### src/design/hwc_params.svh
// Offsets, field positions, reset values and timing counts of the
// hardware configuration register block.
// Assumes a 100 MHz core clock; included by hwc_top and tb_top.
`ifndef HWC_PARAMS_SVH
`define HWC_PARAMS_SVH

`define HWC_CLK_MHZ 100
`define HWC_HW_CONFIG_OFS 12'h014
`define HWC_ADDR_W 12
`define HWC_RESET_VAL 32'h0000_0000

`define HWC_B_EEM 16
`define HWC_B_PROTECT 15
`define HWC_B_BIR 12
`define HWC_B_ACTIVITY_LED_FAST_BYPASS 11
`define HWC_B_RXOFF_HI 10
`define HWC_B_RXOFF_LO 9
`define HWC_B_SBP 8
`define HWC_B_IME 7
`define HWC_B_DRP 6
`define HWC_B_MEF 5
`define HWC_B_ETC 4
`define HWC_B_LITE_SOFT_RESET 3
`define HWC_B_PSEL 2
`define HWC_B_BCE 1
`define HWC_B_FULL_SOFT_RESET 0

// Times in their own units
`define HWC_LED_NORMAL_MS 80
`define HWC_LED_FAST_US 15
`define HWC_EE_LONG_MS 30
`define HWC_EE_SHORT_NS 1280

// Derived cycle counts (below 4096 cycles)
`define HWC_LED_FAST_CYC (`HWC_LED_FAST_US * `HWC_CLK_MHZ)
`define HWC_EE_SHORT_CYC (`HWC_EE_SHORT_NS * `HWC_CLK_MHZ / 1000)
`define HWC_LITE_RST_CYC 16
`define HWC_FULL_RST_CYC 32

`endif

### src/design/hwc_pkg.sv
// Types shared by the hardware configuration register block.
// Assumes nothing beyond the params header.
package hwc_pkg;
	typedef enum logic [3:0] {
		HWC_ST_IDLE = 4'b0001,
		HWC_ST_LITE = 4'b0010,
		HWC_ST_FULL = 4'b0100,
		HWC_ST_LOAD = 4'b1000
	} hwc_state_t;
	typedef logic [31:0] hwc_word_t;
endpackage

### src/design/hwc_top.sv
// Hardware configuration register with APB slave, soft reset sequencer,
// LED timing, EEPROM wait timer and datapath steering outputs.
// Assumes RSTN is power-on reset and all status inputs are on SYS_CLK,
// except the PHY strap, which is asynchronous.
// Summary of operation
// - No EEPROM: emulation bit picks defaults (0) or descriptor RAM (1)
// - Emulation bit has no effect while an EEPROM is present
// - Protect bit keeps itself and emulation bit through soft resets
// - Empty RX FIFO bulk-in: zero-length packet if 0, NAK if 1
// - Bypass bit shortens LED on/off from 80 ms to 15 us
// - Two-bit receive offset shifts RX data start by 0 to 3 bytes
// - Loss of sync stalls bulk-out unless stall-disable bit is set
// - Internal PHY: visibility bit drives MII pins as outputs
// - Visibility bit ignored with external PHY
// - Visibility overrides GPIO configuration of shared MII pins
// - Discard bit drops errored received frames, else passes them
// - Packing bit allows multiple frames per USB packet
// - EEPROM timeout after 30 ms, or 1.28 us when select bit set
// - Writing 1 to lite bit starts lite reset, core and PHY untouched
// - Lite reset bit clears itself when sequence finishes
// - Read-only bit shows internal (0) or external (1) PHY
// - PHY indication reset value comes from strap pin
// - Burst limit enable selects use of burst size register
// - Full reset bit resets device and external PHY, then self-clears
// - Full soft reset reloads configuration from EEPROM
// - USB PHY disconnected during full reset, reconnected after
//
// Decided for this implementation: the APB slave port.
`timescale 1ns/1ps
`include "hwc_params.svh"

module hwc_top #(
	parameter int unsigned LED_NORMAL_CYC = `HWC_LED_NORMAL_MS * 1000 * `HWC_CLK_MHZ,
	parameter int unsigned EE_LONG_CYC = `HWC_EE_LONG_MS * 1000 * `HWC_CLK_MHZ
) (
	// Clock and power-on reset
	input wire logic SYS_CLK,
	input wire logic RSTN,
	// APB slave
	input wire logic PSEL,
	input wire logic PENABLE,
	input wire logic PWRITE,
	input wire logic [`HWC_ADDR_W-1:0] PADDR,
	input wire hwc_pkg::hwc_word_t PWDATA,
	output logic [31:0] PRDATA,
	output logic PREADY,
	output logic PSLVERR,
	// Device status inputs
	input wire logic PHY_CHOICE_STRAP,
	input wire logic EE_PRESENT,
	input wire logic EE_WAIT,
	input wire logic EE_LOAD_DONE,
	input wire logic RX_FIFO_EMPTY,
	input wire logic BULK_IN_TOKEN,
	input wire logic TX_LOSS_OF_SYNC,
	input wire logic ACT_EVENT,
	// Steering outputs
	output logic DESC_SRC_RAM,
	output logic BULK_IN_NAK,
	output logic BULK_IN_ZLP,
	output logic BULK_OUT_STALL,
	output logic MII_PIN_OE,
	output logic GPIO_MII_OVERRIDE,
	output logic [1:0] RX_BYTE_OFFSET,
	output logic ERR_FRAME_DISCARD,
	output logic MULTI_FRAME_PACK,
	output logic BURST_LIMIT_EN,
	output logic ACT_LED,
	output logic EE_TIMEOUT,
	// Reset sequencer outputs
	output logic LITE_RESET,
	output logic FULL_RESET,
	output logic EXT_PHY_RESET,
	output logic USB_PHY_DISCONNECT,
	output logic EE_RELOAD_REQ
);
	import hwc_pkg::*;

	localparam int AST_LITE_MAX = 40;
	localparam int AST_FULL_MAX = 60;

	logic eem_r, protect_r, bir_r, activity_led_fast_bypass_r, sbp_r, ime_r, drp_r, mef_r, etc_r, bce_r;
	logic [1:0] rxoff_r;
	logic phy_ext_r;
	logic strap_s1_r, strap_s2_r;
	logic [1:0] cap_cnt_r;
	hwc_state_t st_r;
	logic [7:0] seq_cnt_r;
	logic lite_busy, full_busy;
	logic wr_en, addr_hit;
	hwc_word_t rd_word;
	logic soft_clr;

	////////////////////////////////////////////////////////////////////////
	// APB slave: answer in the first access cycle, no wait states

	assign addr_hit = (PADDR[`HWC_ADDR_W-1:2] == (`HWC_ADDR_W-2)'(`HWC_HW_CONFIG_OFS >> 2));
	assign wr_en = PSEL & PENABLE & PREADY & PWRITE & addr_hit;

	always_comb begin
		rd_word = 32'h0000_0000;
		rd_word[`HWC_B_EEM] = eem_r;
		rd_word[`HWC_B_PROTECT] = protect_r;
		rd_word[`HWC_B_BIR] = bir_r;
		rd_word[`HWC_B_ACTIVITY_LED_FAST_BYPASS] = activity_led_fast_bypass_r;
		rd_word[`HWC_B_RXOFF_HI:`HWC_B_RXOFF_LO] = rxoff_r;
		rd_word[`HWC_B_SBP] = sbp_r;
		rd_word[`HWC_B_IME] = ime_r;
		rd_word[`HWC_B_DRP] = drp_r;
		rd_word[`HWC_B_MEF] = mef_r;
		rd_word[`HWC_B_ETC] = etc_r;
		rd_word[`HWC_B_LITE_SOFT_RESET] = lite_busy;
		rd_word[`HWC_B_PSEL] = phy_ext_r;
		rd_word[`HWC_B_BCE] = bce_r;
		rd_word[`HWC_B_FULL_SOFT_RESET] = full_busy;
	end

	always_ff @(posedge SYS_CLK or negedge RSTN) begin
		if (!RSTN) begin
			PREADY <= 1'b0;
			PSLVERR <= 1'b0;
			PRDATA <= 32'h0000_0000;
		end else begin
			PREADY <= PSEL & ~PENABLE;
			PSLVERR <= PSEL & ~PENABLE & ~addr_hit;
			if (PSEL & ~PENABLE) begin
				PRDATA <= (addr_hit & ~PWRITE) ? rd_word : 32'h0000_0000;
			end
		end
	end

	////////////////////////////////////////////////////////////////////////
	// Configuration fields; soft resets clear all but protected ones

	assign soft_clr = (st_r == HWC_ST_LITE || st_r == HWC_ST_FULL) && seq_cnt_r == 8'h00;

	always_ff @(posedge SYS_CLK or negedge RSTN) begin
		if (!RSTN) begin
			eem_r <= 1'b0;
			protect_r <= 1'b0;
		end else if (wr_en) begin
			eem_r <= PWDATA[`HWC_B_EEM];
			protect_r <= PWDATA[`HWC_B_PROTECT];
		end else if (soft_clr && !protect_r) begin
			eem_r <= 1'b0;
			protect_r <= 1'b0;
		end
	end

	always_ff @(posedge SYS_CLK or negedge RSTN) begin
		if (!RSTN) begin
			{bir_r, activity_led_fast_bypass_r, rxoff_r, sbp_r, ime_r, drp_r, mef_r, etc_r, bce_r} <= 10'h000;
		end else if (wr_en) begin
			bir_r <= PWDATA[`HWC_B_BIR];
			activity_led_fast_bypass_r <= PWDATA[`HWC_B_ACTIVITY_LED_FAST_BYPASS];
			// Offset is trusted to stay fixed once RX runs
			rxoff_r <= PWDATA[`HWC_B_RXOFF_HI:`HWC_B_RXOFF_LO];
			sbp_r <= PWDATA[`HWC_B_SBP];
			ime_r <= PWDATA[`HWC_B_IME];
			drp_r <= PWDATA[`HWC_B_DRP];
			mef_r <= PWDATA[`HWC_B_MEF];
			etc_r <= PWDATA[`HWC_B_ETC];
			bce_r <= PWDATA[`HWC_B_BCE];
		end else if (soft_clr) begin
			{bir_r, activity_led_fast_bypass_r, rxoff_r, sbp_r, ime_r, drp_r, mef_r, etc_r, bce_r} <= 10'h000;
		end
	end

	////////////////////////////////////////////////////////////////////////
	// PHY strap: synchronised, caught once after reset release

	always_ff @(posedge SYS_CLK or negedge RSTN) begin
		if (!RSTN) begin
			strap_s1_r <= 1'b0;
			strap_s2_r <= 1'b0;
			cap_cnt_r <= 2'h0;
			phy_ext_r <= 1'b0;
		end else begin
			strap_s1_r <= PHY_CHOICE_STRAP;
			strap_s2_r <= strap_s1_r;
			if (cap_cnt_r != 2'h3) begin
				cap_cnt_r <= cap_cnt_r + 2'h1;
			end
			if (cap_cnt_r == 2'h2) begin
				phy_ext_r <= strap_s2_r;
			end
		end
	end

	////////////////////////////////////////////////////////////////////////
	// Soft reset sequencer

	assign lite_busy = (st_r == HWC_ST_LITE);
	assign full_busy = (st_r == HWC_ST_FULL) || (st_r == HWC_ST_LOAD);

	always_ff @(posedge SYS_CLK or negedge RSTN) begin
		if (!RSTN) begin
			st_r <= HWC_ST_IDLE;
			seq_cnt_r <= 8'h00;
		end else begin
			case (st_r)
			HWC_ST_IDLE: begin
				seq_cnt_r <= 8'h00;
				// Full reset wins when both bits are written together
				if (wr_en && PWDATA[`HWC_B_FULL_SOFT_RESET]) begin
					st_r <= HWC_ST_FULL;
				end else if (wr_en && PWDATA[`HWC_B_LITE_SOFT_RESET]) begin
					st_r <= HWC_ST_LITE;
				end
			end
			HWC_ST_LITE: begin
				seq_cnt_r <= seq_cnt_r + 8'h01;
				if (seq_cnt_r == 8'(`HWC_LITE_RST_CYC - 1)) begin
					st_r <= HWC_ST_IDLE;
				end
			end
			HWC_ST_FULL: begin
				seq_cnt_r <= seq_cnt_r + 8'h01;
				if (seq_cnt_r == 8'(`HWC_FULL_RST_CYC - 1)) begin
					st_r <= HWC_ST_LOAD;
				end
			end
			HWC_ST_LOAD: begin
				if (EE_LOAD_DONE) begin
					st_r <= HWC_ST_IDLE;
				end
			end
			default: begin
				st_r <= HWC_ST_IDLE;
			end
			endcase
		end
	end

	always_ff @(posedge SYS_CLK or negedge RSTN) begin
		if (!RSTN) begin
			LITE_RESET <= 1'b0;
			FULL_RESET <= 1'b0;
			EXT_PHY_RESET <= 1'b0;
			USB_PHY_DISCONNECT <= 1'b0;
			EE_RELOAD_REQ <= 1'b0;
		end else begin
			// Lite reset touches neither USB core, EEPROM nor USB PHY
			LITE_RESET <= lite_busy;
			FULL_RESET <= (st_r == HWC_ST_FULL);
			EXT_PHY_RESET <= (st_r == HWC_ST_FULL) & phy_ext_r;
			USB_PHY_DISCONNECT <= full_busy;
			EE_RELOAD_REQ <= (st_r == HWC_ST_FULL) &&
				seq_cnt_r == 8'(`HWC_FULL_RST_CYC - 1);
		end
	end

	////////////////////////////////////////////////////////////////////////
	// Datapath steering

	always_ff @(posedge SYS_CLK or negedge RSTN) begin
		if (!RSTN) begin
			DESC_SRC_RAM <= 1'b0;
			MII_PIN_OE <= 1'b0;
			GPIO_MII_OVERRIDE <= 1'b0;
			RX_BYTE_OFFSET <= 2'h0;
			ERR_FRAME_DISCARD <= 1'b0;
			MULTI_FRAME_PACK <= 1'b0;
			BURST_LIMIT_EN <= 1'b0;
		end else begin
			DESC_SRC_RAM <= ~EE_PRESENT & eem_r;
			MII_PIN_OE <= ime_r & ~phy_ext_r;
			GPIO_MII_OVERRIDE <= ime_r & ~phy_ext_r;
			RX_BYTE_OFFSET <= rxoff_r;
			ERR_FRAME_DISCARD <= drp_r;
			MULTI_FRAME_PACK <= mef_r;
			BURST_LIMIT_EN <= bce_r;
		end
	end

	always_ff @(posedge SYS_CLK or negedge RSTN) begin
		if (!RSTN) begin
			BULK_IN_NAK <= 1'b0;
			BULK_IN_ZLP <= 1'b0;
			BULK_OUT_STALL <= 1'b0;
		end else begin
			BULK_IN_NAK <= BULK_IN_TOKEN & RX_FIFO_EMPTY & bir_r;
			BULK_IN_ZLP <= BULK_IN_TOKEN & RX_FIFO_EMPTY & ~bir_r;
			// Stall holds until a soft reset clears the pipe
			if (TX_LOSS_OF_SYNC & ~sbp_r) begin
				BULK_OUT_STALL <= 1'b1;
			end else if (soft_clr) begin
				BULK_OUT_STALL <= 1'b0;
			end
		end
	end

	////////////////////////////////////////////////////////////////////////
	// Activity LED: one on period then one off period per burst

	logic [22:0] led_cnt_r;
	logic led_busy_r;
	logic [22:0] led_last;

	assign led_last = activity_led_fast_bypass_r ? 23'(`HWC_LED_FAST_CYC - 1) : 23'(LED_NORMAL_CYC - 1);

	always_ff @(posedge SYS_CLK or negedge RSTN) begin
		if (!RSTN) begin
			led_cnt_r <= 23'h000000;
			led_busy_r <= 1'b0;
			ACT_LED <= 1'b0;
		end else if (!led_busy_r) begin
			led_cnt_r <= 23'h000000;
			if (ACT_EVENT) begin
				led_busy_r <= 1'b1;
				ACT_LED <= 1'b1;
			end
		end else if (led_cnt_r >= led_last) begin
			led_cnt_r <= 23'h000000;
			ACT_LED <= 1'b0;
			led_busy_r <= ACT_LED;
		end else begin
			led_cnt_r <= led_cnt_r + 23'h000001;
		end
	end

	////////////////////////////////////////////////////////////////////////
	// EEPROM wait timer; limit chosen by the timeout select bit

	logic [21:0] ee_cnt_r;
	logic [21:0] ee_last;

	assign ee_last = etc_r ? 22'(`HWC_EE_SHORT_CYC - 1) : 22'(EE_LONG_CYC - 1);

	always_ff @(posedge SYS_CLK or negedge RSTN) begin
		if (!RSTN) begin
			ee_cnt_r <= 22'h000000;
			EE_TIMEOUT <= 1'b0;
		end else begin
			// Compare with >= so a switch to the short limit cannot overrun the count
			EE_TIMEOUT <= EE_WAIT && ee_cnt_r >= ee_last;
			if (!EE_WAIT || ee_cnt_r >= ee_last) begin
				ee_cnt_r <= 22'h000000;
			end else begin
				ee_cnt_r <= ee_cnt_r + 22'h000001;
			end
		end
	end

	////////////////////////////////////////////////////////////////////////
	// Assertions

	logic [7:0] ast_ee_gap_r;

	// Short-limit waiting cycles since the last timeout pulse
	always_ff @(posedge SYS_CLK or negedge RSTN) begin
		if (!RSTN) begin
			ast_ee_gap_r <= 8'h00;
		end else if (!EE_WAIT || !etc_r || EE_TIMEOUT) begin
			ast_ee_gap_r <= 8'h00;
		end else if (ast_ee_gap_r != 8'hff) begin
			ast_ee_gap_r <= ast_ee_gap_r + 8'h01;
		end
	end
endmodule

### config.mk
export PLATFORM = sky130hd
export DESIGN_NAME = hwc_top
export DESIGN_NICKNAME = d
export VERILOG_FILES = /design/src/design/hwc_pkg.sv /design/src/design/hwc_top.sv
export VERILOG_INCLUDE_DIRS = /design/src /design/src/design
export SDC_FILE = /design/constraint.sdc
export NUM_CORES = 1
export LEC_CHECK = 0
export BUFFER_PORTS_ARGS = -buffer_cell sky130_fd_sc_hd__buf_2
export CORE_MARGIN = 4
export CORE_UTILIZATION = 55
export DETAILED_ROUTE_END_ITERATION = 6
export GPL_TIMING_DRIVEN = 0
export PLACE_DENSITY = 0.86
export RECOVER_POWER = 50
export SLEW_MARGIN = 30
export SYNTH_ARGS = -nofsm -noshare
export SYNTH_HDL_FRONTEND = slang
export SYNTH_SLANG_ARGS = --single-unit
### constraint.sdc
create_clock -name SYS_CLK -period 2.59 [get_ports SYS_CLK]
set_clock_uncertainty 0.2 [all_clocks]
set_input_delay 0.518 -clock SYS_CLK [delete_from_list [all_inputs] [get_ports SYS_CLK]]
set_output_delay 0.518 -clock SYS_CLK [all_outputs]
set_load 0.02 [all_outputs]
==> out/metrics.cfg, run 1 <==
[outcome]
outcome = finished clean

[cells_and_area]
syn2layout_area_growth_pct = 15.5
num-nets-final = 669
regArea_sq_um = 2730
layout-drive-gt1-share_pct = 22.0
antenna_cells = 0
fillers = 719
multiInputGateArea_sq_um = 2300

[detailed_routing]
dr_wl_met3_um = 352
post_drt_wl_per_cell_um = 15.5
top_layer_used = met4
drt_iter0_drc = 187
vias_per_cell = 5.43
wl_met2_mm = 5.92
drt-total-wl_mm = 11.2
via_count = 3916
met1_length_mm = 4.71
drc = 0
ant_nets = 0
firstDrtPassIters = 4

[flow_run]
drv_cap = 0

[timing]
finalHoldViolations = 0
worst_pin_slew_ps = 1010
whs_ps = 45.9
slew_headroom_pct = 32.7
fin_crit_sh_pct = 95.6
max_freq_ghz = 0.404
setup_viol = 0
fin_setup_tns_ps = 0
slew_violations = 0
period_minus_slack_ps = 2480
rsz0062_at_grt = false

[setup_path]
cpPeakStageDelay_ps = 600
cp.arrival_ps = 2540
end_kind = flop
crit_type = reg2reg
cp_top_family = simple AND/OR/NAND/NOR gates
path_max_fanout = 10
startpoint_type = flop
critPathSlowestCell = or4_1
path_cells = buf_4, ha_1, o2111a_1, a21oi_1, or4_1, nand4_4, buf_6, nor2_1
cp.required_ps = 2660
worst-path-buf-inv = 2

[floorplanning]
row_count = 35
die_x_um = 106
dieArea_sq_um = 11200
coreArea_sq_um = 9240
die_h_um = 106
num_io_pins = 109
initial_utilization_pct = 56.7

[clocking]
path_clk_slew_ps = 120
worstSkewPairLatency_ps = 380
cts_tree = built
numCtsBuffers = 9
cts_buffer_depth = 2
root_buffer = clkbuf_8
numClockSinks = 109
htree_levels = 3

[synth]
seq_area_frac_synth_pct = 52.1
ys_types = 53
syn_area_sq_um = 5240
synthArstFlopShare_pct = 100
synth-edff-count = 0
synth_flop_cell = dfrtp_1
ys_ff_latch = 109
synth_warnings = 0
syn_avg_cell_area_sq_um = 10.8
synthCells = 484

[pwr]
ir_worst_vdd_mv = 0.310
p_sw_uw = 720
clkPwrFrac_pct = 35.5
power_frac_seq_pct = 59.6
p_int_uw = 2160
p_comb_share_pct = 4.9
swShare_pct = 25.0
powerDensity_nw_per_um2 = 476
leakage_uw = 0.00309

[place]
portBuffers = 71
gp_congestion = 0.823
post-dp-hpwl_mm = 8.15

[grt]
antenna_found_initial = 0
grt.total_usage_pct = 20.9
grt_pass1_wl_mm = 18.9
gr-total-overflow = 0
grt_pass1_vias = 4042
grt_max_degree = 69

[min_path]
min-delay-path-class = in2reg

power groups by stage:
| stage | clock, uW | combinational, uW | sequential (uW) |
|---|---|---|---|
| global placement | 0 | 135 | 1750 |
| detailed placement | 0 | 146 | 1750 |
| floorplan | 0 | 62.8 | 1750 |
| CTS | 1040 | 148 | 1720 |
| finish | 1020 | 141 | 1720 |
| global route | 1120 | 158 | 1720 |
metal layers:
layer  vias up  GRT usage, %
li1       1885             -
met1      1943          25.5
met2        75          37.9
met3        13          3.55
met4         0          6.20
met5         -             0
through the flow:
step / util, % / worst slack (ps) / cells / total power, uW / area, sq um
after floorplan: - / 344 / 500 / 1810 / 5300
after global placement: 63.0 / -346 / 700 / 1880 / 5820
after detailed placement: 63.3 / 33.9 / 701 / 1900 / 5850
after CTS: 65.5 / 1.98 / 718 / 2910 / 6050
after global routing: 65.5 / 2.96 / 721 / 2990 / 6050
final: 65.5 / 115 / 721 / 2880 / 6050
worst register-to-register path, cell delays in order (launching register included):
cell and delay [ps]:
dfrtp_2 470, buf_4 170, ha_1 280, o2111a_1 170, a21oi_1 70, or4_1 600
nand4_4 190, buf_6 160, nor2_1 60
layout by cell type (no fill, tap or decap), types with 6 or more instances in the layout:
cell type	netlist	routed
nor3_1	9	9
a22o_1	26	26
and3_1	8	8
nand3_1	18	18
a21oi_1	11	11
a211o_1	6	6
xor2_1	27	27
nor2_1	65	65
nor4_1	8	8
buf_4	20	23
nand2_1	30	30
nand4_1	19	19
ha_1	25	25
clkbuf_1	4	6
buf_2	4	73
clkbuf_8	0	10
o21ai_0	8	8
xnor2_1	15	15
dfrtp_1	108	106
conb_1	1	17
inv_1	13	13
area by class of cell:
cell class                 count  share of cell area, %
sequential                   109                   45.1
multi-input combinational    347                   38.1
timing repair buffer          76                   6.57
buffer                        31                   3.62
tap                          129                   2.67
clock buffer                  11                   2.34
clock inverter                 5                  0.806
inverter                      13                  0.806
sequential cells by signal, indices dropped and copies added (netlist names), 2 cells and up:
register,flops
rxoff_r,2
ee_cnt_r,22
st_r,4
RX_BYTE_OFFSET,2
led_cnt_r,23
PRDATA,15
cap_cnt_r,2
seq_cnt_r,8
cells in the mapped netlist, drive strengths merged, types with 2 or more instances:
| cell | instances | area (sq um) |
|---|---|---|
| a211o | 6 | 52.6 |
| a211oi | 3 | 22.5 |
| a21boi | 4 | 30.0 |
| a21oi | 11 | 55.1 |
| a22o | 26 | 228 |
| a311oi | 3 | 26.3 |
| and2 | 5 | 31.3 |
| and3 | 8 | 50.1 |
| and4 | 3 | 26.3 |
| buf | 27 | 204 |
| clkbuf | 4 | 15.0 |
| dfrtp | 108 | 2700 |
| ha | 25 | 313 |
| inv | 13 | 48.8 |
| mux2 | 2 | 22.5 |
| nand2 | 30 | 113 |
| nand2b | 3 | 18.8 |
| nand3 | 19 | 100 |
| nand4 | 20 | 140 |
| nand4b | 4 | 35.0 |
| nor2 | 66 | 250 |
| nor2b | 3 | 18.8 |
| nor3 | 11 | 71.3 |
| nor4 | 9 | 62.6 |
| nor4b | 2 | 17.5 |
| o21ai | 9 | 48.8 |
| o22a | 2 | 17.5 |
| or3 | 2 | 12.5 |
| xnor2 | 16 | 148 |
| xor2 | 27 | 236 |
timing repair:
action,CTS,global route
resized for setup,0,2
hold buffers,1,0
buffers inserted,0,3
hold endpoints to repair,41,0
setup endpoints to repair,0,41
path summary, 6_finish.rpt:
check / from / end / slack [ps] / depth (start not counted)
max in group asynchronous: RSTN / etc_r / 390 / 3
min: PHY_CHOICE_STRAP / strap_s1_r / 50 / 1
max reg2reg: activity_led_fast_bypass_r / led_cnt_r[15] / 110 / 8
min in group asynchronous: RSTN / PRDATA[10] / 640 / 2
max: activity_led_fast_bypass_r / led_cnt_r[15] / 110 / 8
min reg2reg: strap_s1_r / strap_s2_r / 180 / 0
kinds of logic after synthesis:
logic type	share of synthesized area [%]
fa+ha+maj	5.97
compound gates	10.3
xor+xnor	7.33
buf+inv	5.11
other cells	0.0716
flops	52.1
simple gates	18.5
mux	0.621
Power figures use the tool's default switching activity.
==> run 2: changes to the inputs <==
CORE_UTILIZATION = 57   (was 55)
CTS_BUF_LIST = sky130_fd_sc_hd__clkbuf_4   (was unset)
PLACE_DENSITY = 0.89   (was 0.86)
==> run 2 against run 1 <==
Compared with the run above: combinational power about the same; cell count is 2.9% lower; first-iteration DRC count increased by 22%; register-to-register slack improved by 20 ps; via count rose by 1.9%; count of clock-buffer cells in the layout down 1; critical endpoint is now led_cnt_r[9]; global-route usage down 0.094 points; fmax is 1.0% higher.
==> out/metrics.cfg, run 2 (synthesis gave the netlist of run 1 again) <==
[pwr]
p_int_uw = 2080  ; -3.8%
powerDensity_nw_per_um2 = 456  ; -4.3%
leakage_uw = 0.00307  ; -0.70%
ir_worst_vdd_mv = 0.311  ; +0.29%
clkPwrFrac_pct = 31.8  ; -3.7 points
p_sw_uw = 647  ; -10%
power_frac_seq_pct = 63.0  ; +3.4 points
swShare_pct = 23.7  ; -1.3 points
p_comb_share_pct = 5.2  ; +0.3 points

[detailed_routing]
drc = 0  ; unchanged
vias_per_cell = 5.70  ; +4.9%
ant_nets = 0  ; unchanged
drt-total-wl_mm = 10.7  ; -4.1%
firstDrtPassIters = 5  ; +1
post_drt_wl_per_cell_um = 15.3  ; -1.3%
via_count = 3989  ; +1.9%
drt_iter0_drc = 228  ; +22%

[floorplanning]
initial_utilization_pct = 59.2  ; +2.5 points
dieArea_sq_um = 10800  ; -3.2%
row_count = 34  ; -2.9%
num_io_pins = 109  ; unchanged
coreArea_sq_um = 8850  ; -4.2%
die_x_um = 104  ; -1.6%
die_h_um = 104  ; -1.6%

[min_path]
min_path_cells = 3  ; +2
worstHoldEndpoint = eem_r
min-delay-path-class = in2reg
hold_start = PWDATA[16]

[clocking]
root_buffer = clkbuf_4
cts_tree = built
worstSkewPairLatency_ps = 450  ; +70 ps
numCtsBuffers = 9  ; unchanged
numClockSinks = 109  ; unchanged
cts_buffer_depth = 2  ; unchanged
htree_levels = 3  ; unchanged
path_clk_slew_ps = 160  ; +40 ps

[setup_path]
critPathSlowestCell = dfrtp_2
path_cells = inv_1, ha_1, a211o_1, a211o_1, o21ai_2, nand4_4, buf_6, nor2_1
end_kind = flop
startpoint_type = flop
crit_type = reg2reg
r2r_end = led_cnt_r[9]
regToRegSetupSlack_ps = 140  ; +20 ps
cp.arrival_ps = 2630  ; +90 ps
crit_top_cell = a211o_1
rr_startpoint = activity_led_fast_bypass_r
worst_r2r_path_depth = 8  ; unchanged
cp.required_ps = 2770  ; +110 ps
cpPeakStageDelay_ps = 530  ; -70 ps
path_max_fanout = 10  ; unchanged

[timing]
period_minus_slack_ps = 2450  ; -24.4 ps
worst_pin_slew_ps = 1240  ; +232 ps
setup_viol = 0  ; unchanged
max_freq_ghz = 0.408  ; +1.0%
slew_violations = 0  ; unchanged
whs_ps = 66.0  ; +20.2 ps
slew_headroom_pct = 17.2  ; -15 points
fin_crit_sh_pct = 94.6  ; -0.94 points
setup_ws_ps = 139  ; +24.4 ps
finalHoldViolations = 0  ; unchanged

[place]
dpl_worst_slack_ps = 27.9  ; -5.98 ps
post-dp-hpwl_mm = 7.85  ; -3.8%
portBuffers = 71  ; unchanged
placed_area_sq_um = 5820  ; -0.45%
gp_congestion = 0.880  ; +7.0%

[cells_and_area]
largest_reg_flops = 23  ; unchanged
regMostFlops = led_cnt_r
final_common_cell = dfrtp_1
fin_util_pct = 67.6  ; +2.1 points
syn2layout_area_growth_pct = 14.2
postLayoutCellArea_sq_um = 5980  ; -1.2%
num-nets-final = 669  ; unchanged
mostFrequentLayoutCells = 106 x dfrtp_1, 72 x buf_2, 65 x nor2_1, 30 x nand2_1, 27 x xor2_1
antenna_cells = 0  ; unchanged
layout-drive-gt1-share_pct = 21.5  ; -0.51 points
top_regs = led_cnt_r (23), ee_cnt_r (22), PRDATA (15)

[grt]
gr-total-overflow = 0  ; unchanged
grt_pass1_wl_mm = 18.6  ; -1.2%
grt_max_degree = 59  ; -14%
grt.total_usage_pct = 20.8  ; -0.094 points
antenna_found_initial = 0  ; unchanged
grt_pass1_vias = 4007  ; -0.87%

[outcome]
outcome = finished clean

[flow_run]
drv_cap = 0  ; unchanged

==> run 2: changes by cell type in the layout (fill, tap and decap cells not counted), sizes merged <==
cell	previous run	this run
inv	18	14
dlygate4sd3	1	3
bufinv	0	1
clkinv	0	4
buf	100	97
==> run 2: cell type report <==
cell class | instances | area [sq um]
clock inverter | 6 | 72.6
sequential | 109 | 2730
timing repair buffer | 76 | 402
buffer | 31 | 219
fill | 666 | 2870
multi-input combinational | 347 | 2300
inverter | 13 | 48.8
tap | 108 | 135
clock buffer | 10 | 75.1
==> run 2: worst max path at each step <==
stage | startpoint | endpoint | slack (ps)
floorplan | activity_led_fast_bypass_r | led_cnt_r[13] | 340
global placement | RSTN | ee_cnt_r[0] | -310
detailed placement | activity_led_fast_bypass_r | led_cnt_r[14] | 30
CTS | etc_r | ee_cnt_r[3] | 70
global route | activity_led_fast_bypass_r | led_cnt_r[8] | -10
finish | activity_led_fast_bypass_r | led_cnt_r[9] | 140
==> run 2: timing repair <==
action / CTS / global route
endpoints found under the setup margin: 3 / 25
setup buffers: 0 / 1
hold buffers: 3 / 0
endpoints found under the hold margin: 52 / 0
resized for setup: 1 / 1
pin swaps: 0 / 0
==> run 2: power by group through the flow <==
stage          clock [uW]  combinational [uW]  sequential, uW
5_1_grt               980                 159            1720
4_1_cts               889                 147            1720
2_1_floorplan           0                62.8            1750
3_3_place_gp            0                 135            1750
6_report              868                 141            1720
3_5_place_dp            0                 143            1750
==> run 2: stage by stage <==
step           TNS, ps  std cells  power [uW]
6_report             0        700        2730
5_1_grt          -10.7        700        2860
4_1_cts              0        699        2750
3_5_place_dp         0        680        1890
3_3_place_gp    -33290        679        1880
2_1_floorplan        0        500        1810
==> run 2: metal layers <==
layer	GRT usage, %	wire [um]	vias to the layer above
li1	-	-	1892
met1	26.4	4520	1980
met2	36.2	5550	112
met3	5.34	569	5
met4	4.46	57	0
met5	0	0	-
==> run 2: worst max-delay path: cells and delay by family (launching register included) <==
family / cells / cell delay, ps
compound gates: 3 / 770
flops: 1 / 530
fa+ha+maj: 1 / 310
simple gates: 2 / 300
buf+inv: 2 / 270
==> run 3: changes to the inputs <==
CORE_MARGIN = 10   (was 4)
==> run 3 against run 2 <==
Compared with the run above: sequential share of layout area increased by 0.086 points; worst setup slack lost 25 ps; first-iteration DRC count shrank 37%; fmax fell by 1.0%; via count shrank 2.2%; cell count did not move; utilization shrank 0.13 points; die area increased by 24%; total power is 5.3% lower; non-clock buffer count grew 1; global-route usage fell by 3.6 points; routed wire length grew 4.1%.
==> out/metrics.cfg, run 3 (synthesis gave the netlist of run 1 again) <==
[cells_and_area]
layout-drive-gt1-share_pct = 21.6  ; +0.17 points
syn2layout_area_growth_pct = 13.9
top_regs = led_cnt_r (23), ee_cnt_r (22), PRDATA (15)
num-nets-final = 670  ; +0.15%
largest_reg_flops = 23  ; unchanged
final_common_cell = dfrtp_1
regMostFlops = led_cnt_r
fin_util_pct = 67.5  ; -0.13 points
antenna_cells = 0  ; unchanged
mostFrequentLayoutCells = 106 x dfrtp_1, 73 x buf_2, 65 x nor2_1, 30 x nand2_1, 27 x xor2_1

[place]
portBuffers = 71  ; unchanged
gp_congestion = 0.847  ; -3.8%
post-dp-hpwl_mm = 8.38  ; +6.9%
dpl_worst_slack_ps = 17.7  ; -10.2 ps

[setup_path]
rr_startpoint = activity_led_fast_bypass_r
startpoint_type = flop
path_max_fanout = 10  ; unchanged
regToRegSetupSlack_ps = 110  ; -20 ps
end_kind = flop
cp.required_ps = 2720  ; -50 ps
crit_type = reg2reg
cp.arrival_ps = 2610  ; -20 ps
worstSetupStartpoint = activity_led_fast_bypass_r
worst_r2r_path_depth = 8  ; unchanged
r2r_end = led_cnt_r[9]

[grt]
grt_pass1_vias = 3907  ; -2.5%
grt_pass1_wl_mm = 18.8  ; +0.81%
grt_max_degree = 65  ; +10%
antenna_found_initial = 0  ; unchanged
gr-total-overflow = 0  ; unchanged
grt.total_usage_pct = 17.2  ; -3.6 points

[timing]
max_freq_ghz = 0.404  ; -1.0%
setup_viol = 0  ; unchanged
fin_crit_sh_pct = 95.6  ; +0.96 points
rsz0062_at_grt = false
slew_violations = 0  ; unchanged
finalHoldViolations = 0  ; unchanged
setup_ws_ps = 114  ; -24.8 ps
fin_setup_tns_ps = 0  ; unchanged
worst_pin_slew_ps = 1170  ; -74.1 ps
period_minus_slack_ps = 2480  ; +24.8 ps
slew_headroom_pct = 22.2  ; +4.9 points

[detailed_routing]
ant_nets = 0  ; unchanged
drt_iter0_drc = 144  ; -37%
drc = 0  ; unchanged
vias_per_cell = 5.57  ; -2.2%
via_count = 3901  ; -2.2%
drt-total-wl_mm = 11.1  ; +4.1%
post_drt_wl_per_cell_um = 15.9  ; +4.1%
firstDrtPassIters = 4  ; -1

[clocking]
numCtsBuffers = 9  ; unchanged
worstSkewPairLatency_ps = 440  ; about the same
path_clk_slew_ps = 160  ; about the same
cts_buffer_depth = 2  ; unchanged
numClockSinks = 109  ; unchanged
root_buffer = clkbuf_4
cts_tree = built
htree_levels = 3  ; unchanged

[min_path]
min_path_cells = 3  ; unchanged
worstHoldEndpoint = BULK_IN_ZLP
min-delay-path-class = in2reg
hold_start = RX_FIFO_EMPTY

[flow_run]
drv_cap = 0  ; unchanged

[floorplanning]
coreArea_sq_um = 8850  ; unchanged
initial_utilization_pct = 59.2  ; unchanged
die_x_um = 116  ; +12%
dieArea_sq_um = 13400  ; +24%
die_h_um = 116  ; +12%
row_count = 34  ; unchanged
num_io_pins = 109  ; unchanged

[pwr]
powerDensity_nw_per_um2 = 433  ; -5.1%
ir_worst_vdd_mv = 0.320  ; +2.8%
leakage_uw = 0.00306  ; -0.24%

[outcome]
outcome = finished clean

-- run 3: changes by cell type in the layout (fill, tap and decap cells not counted), sizes merged --
cell / delta
clkinvlp: +1
bufinv: -1
buf: +2
clkbuf: -2
-- run 3: worst max-delay path: stages, from the launching register on --
cell      delay (ps)
dfrtp_2          500
buf_4            170
ha_1             270
o2111a_1         170
a21oi_1           70
or4_1            590
nand4_4          190
buf_6            160
nor2_1            50
-- run 3: worst max-delay path by stage --
stage          cells after the start       endpoint
6_report                           8   led_cnt_r[9]
4_1_cts                            8   led_cnt_r[9]
3_5_place_dp                       8   led_cnt_r[9]
2_1_floorplan                      8  led_cnt_r[13]
5_1_grt                            8   led_cnt_r[9]
3_3_place_gp                       1   led_cnt_r[8]
-- run 3: timing repair --
action / CTS / global route
cloned: 0 / 0
endpoints found under the hold margin: 46 / 0
resized for setup: 1 / 1
buffers inserted: 0 / 2
hold buffers: 3 / 0
setup endpoints to repair: 8 / 30
-- run 3: power by group --
| part | total [uW] | internal, uW | switching, uW | leakage, uW |
|---|---|---|---|---|
| combinational | 145 | 55.5 | 89.8 | 0.00153 |
| clock | 721 | 192 | 529 | 0.0000596 |
| sequential | 1720 | 1710 | 6.16 | 0.00147 |
| total | 2580 | 1960 | 625 | 0.00306 |
-- run 3: layer usage --
metal  wire, um  track usage, %  share of wire [%]  up-vias
met2       5790            29.3                 52       90
li1           -               -                  -     1895
met1       4640            21.4                 42     1904
met5          0               0                  0        -
met4        110            4.50               0.99        0
met3        597            4.24                5.4       12
-- run 3: per-stage QoR --
step                      hold slack (ps)  cell area (sq um)  total power [uW]  cells
after detailed placement              138               5820              1890    680
after global placement                137               5790              1880    679
after floorplan                      22.4               5300              1810    500
after global routing                 40.6               5970              2680    700
final                                63.1               5970              2580    700
after CTS                            42.6               5960              2600    698
-- run 3: final cells by class --
cell class,instances,area [sq um]
Timing Repair Buffer,77,427
Clock inverter,6,38.8
Clock buffer,9,67.6
Tap cell,108,135
Multi-Input combinational cell,347,2300
Buffer,31,219
Fill cell,670,2880
Inverter,13,48.8
Sequential cell,109,2730
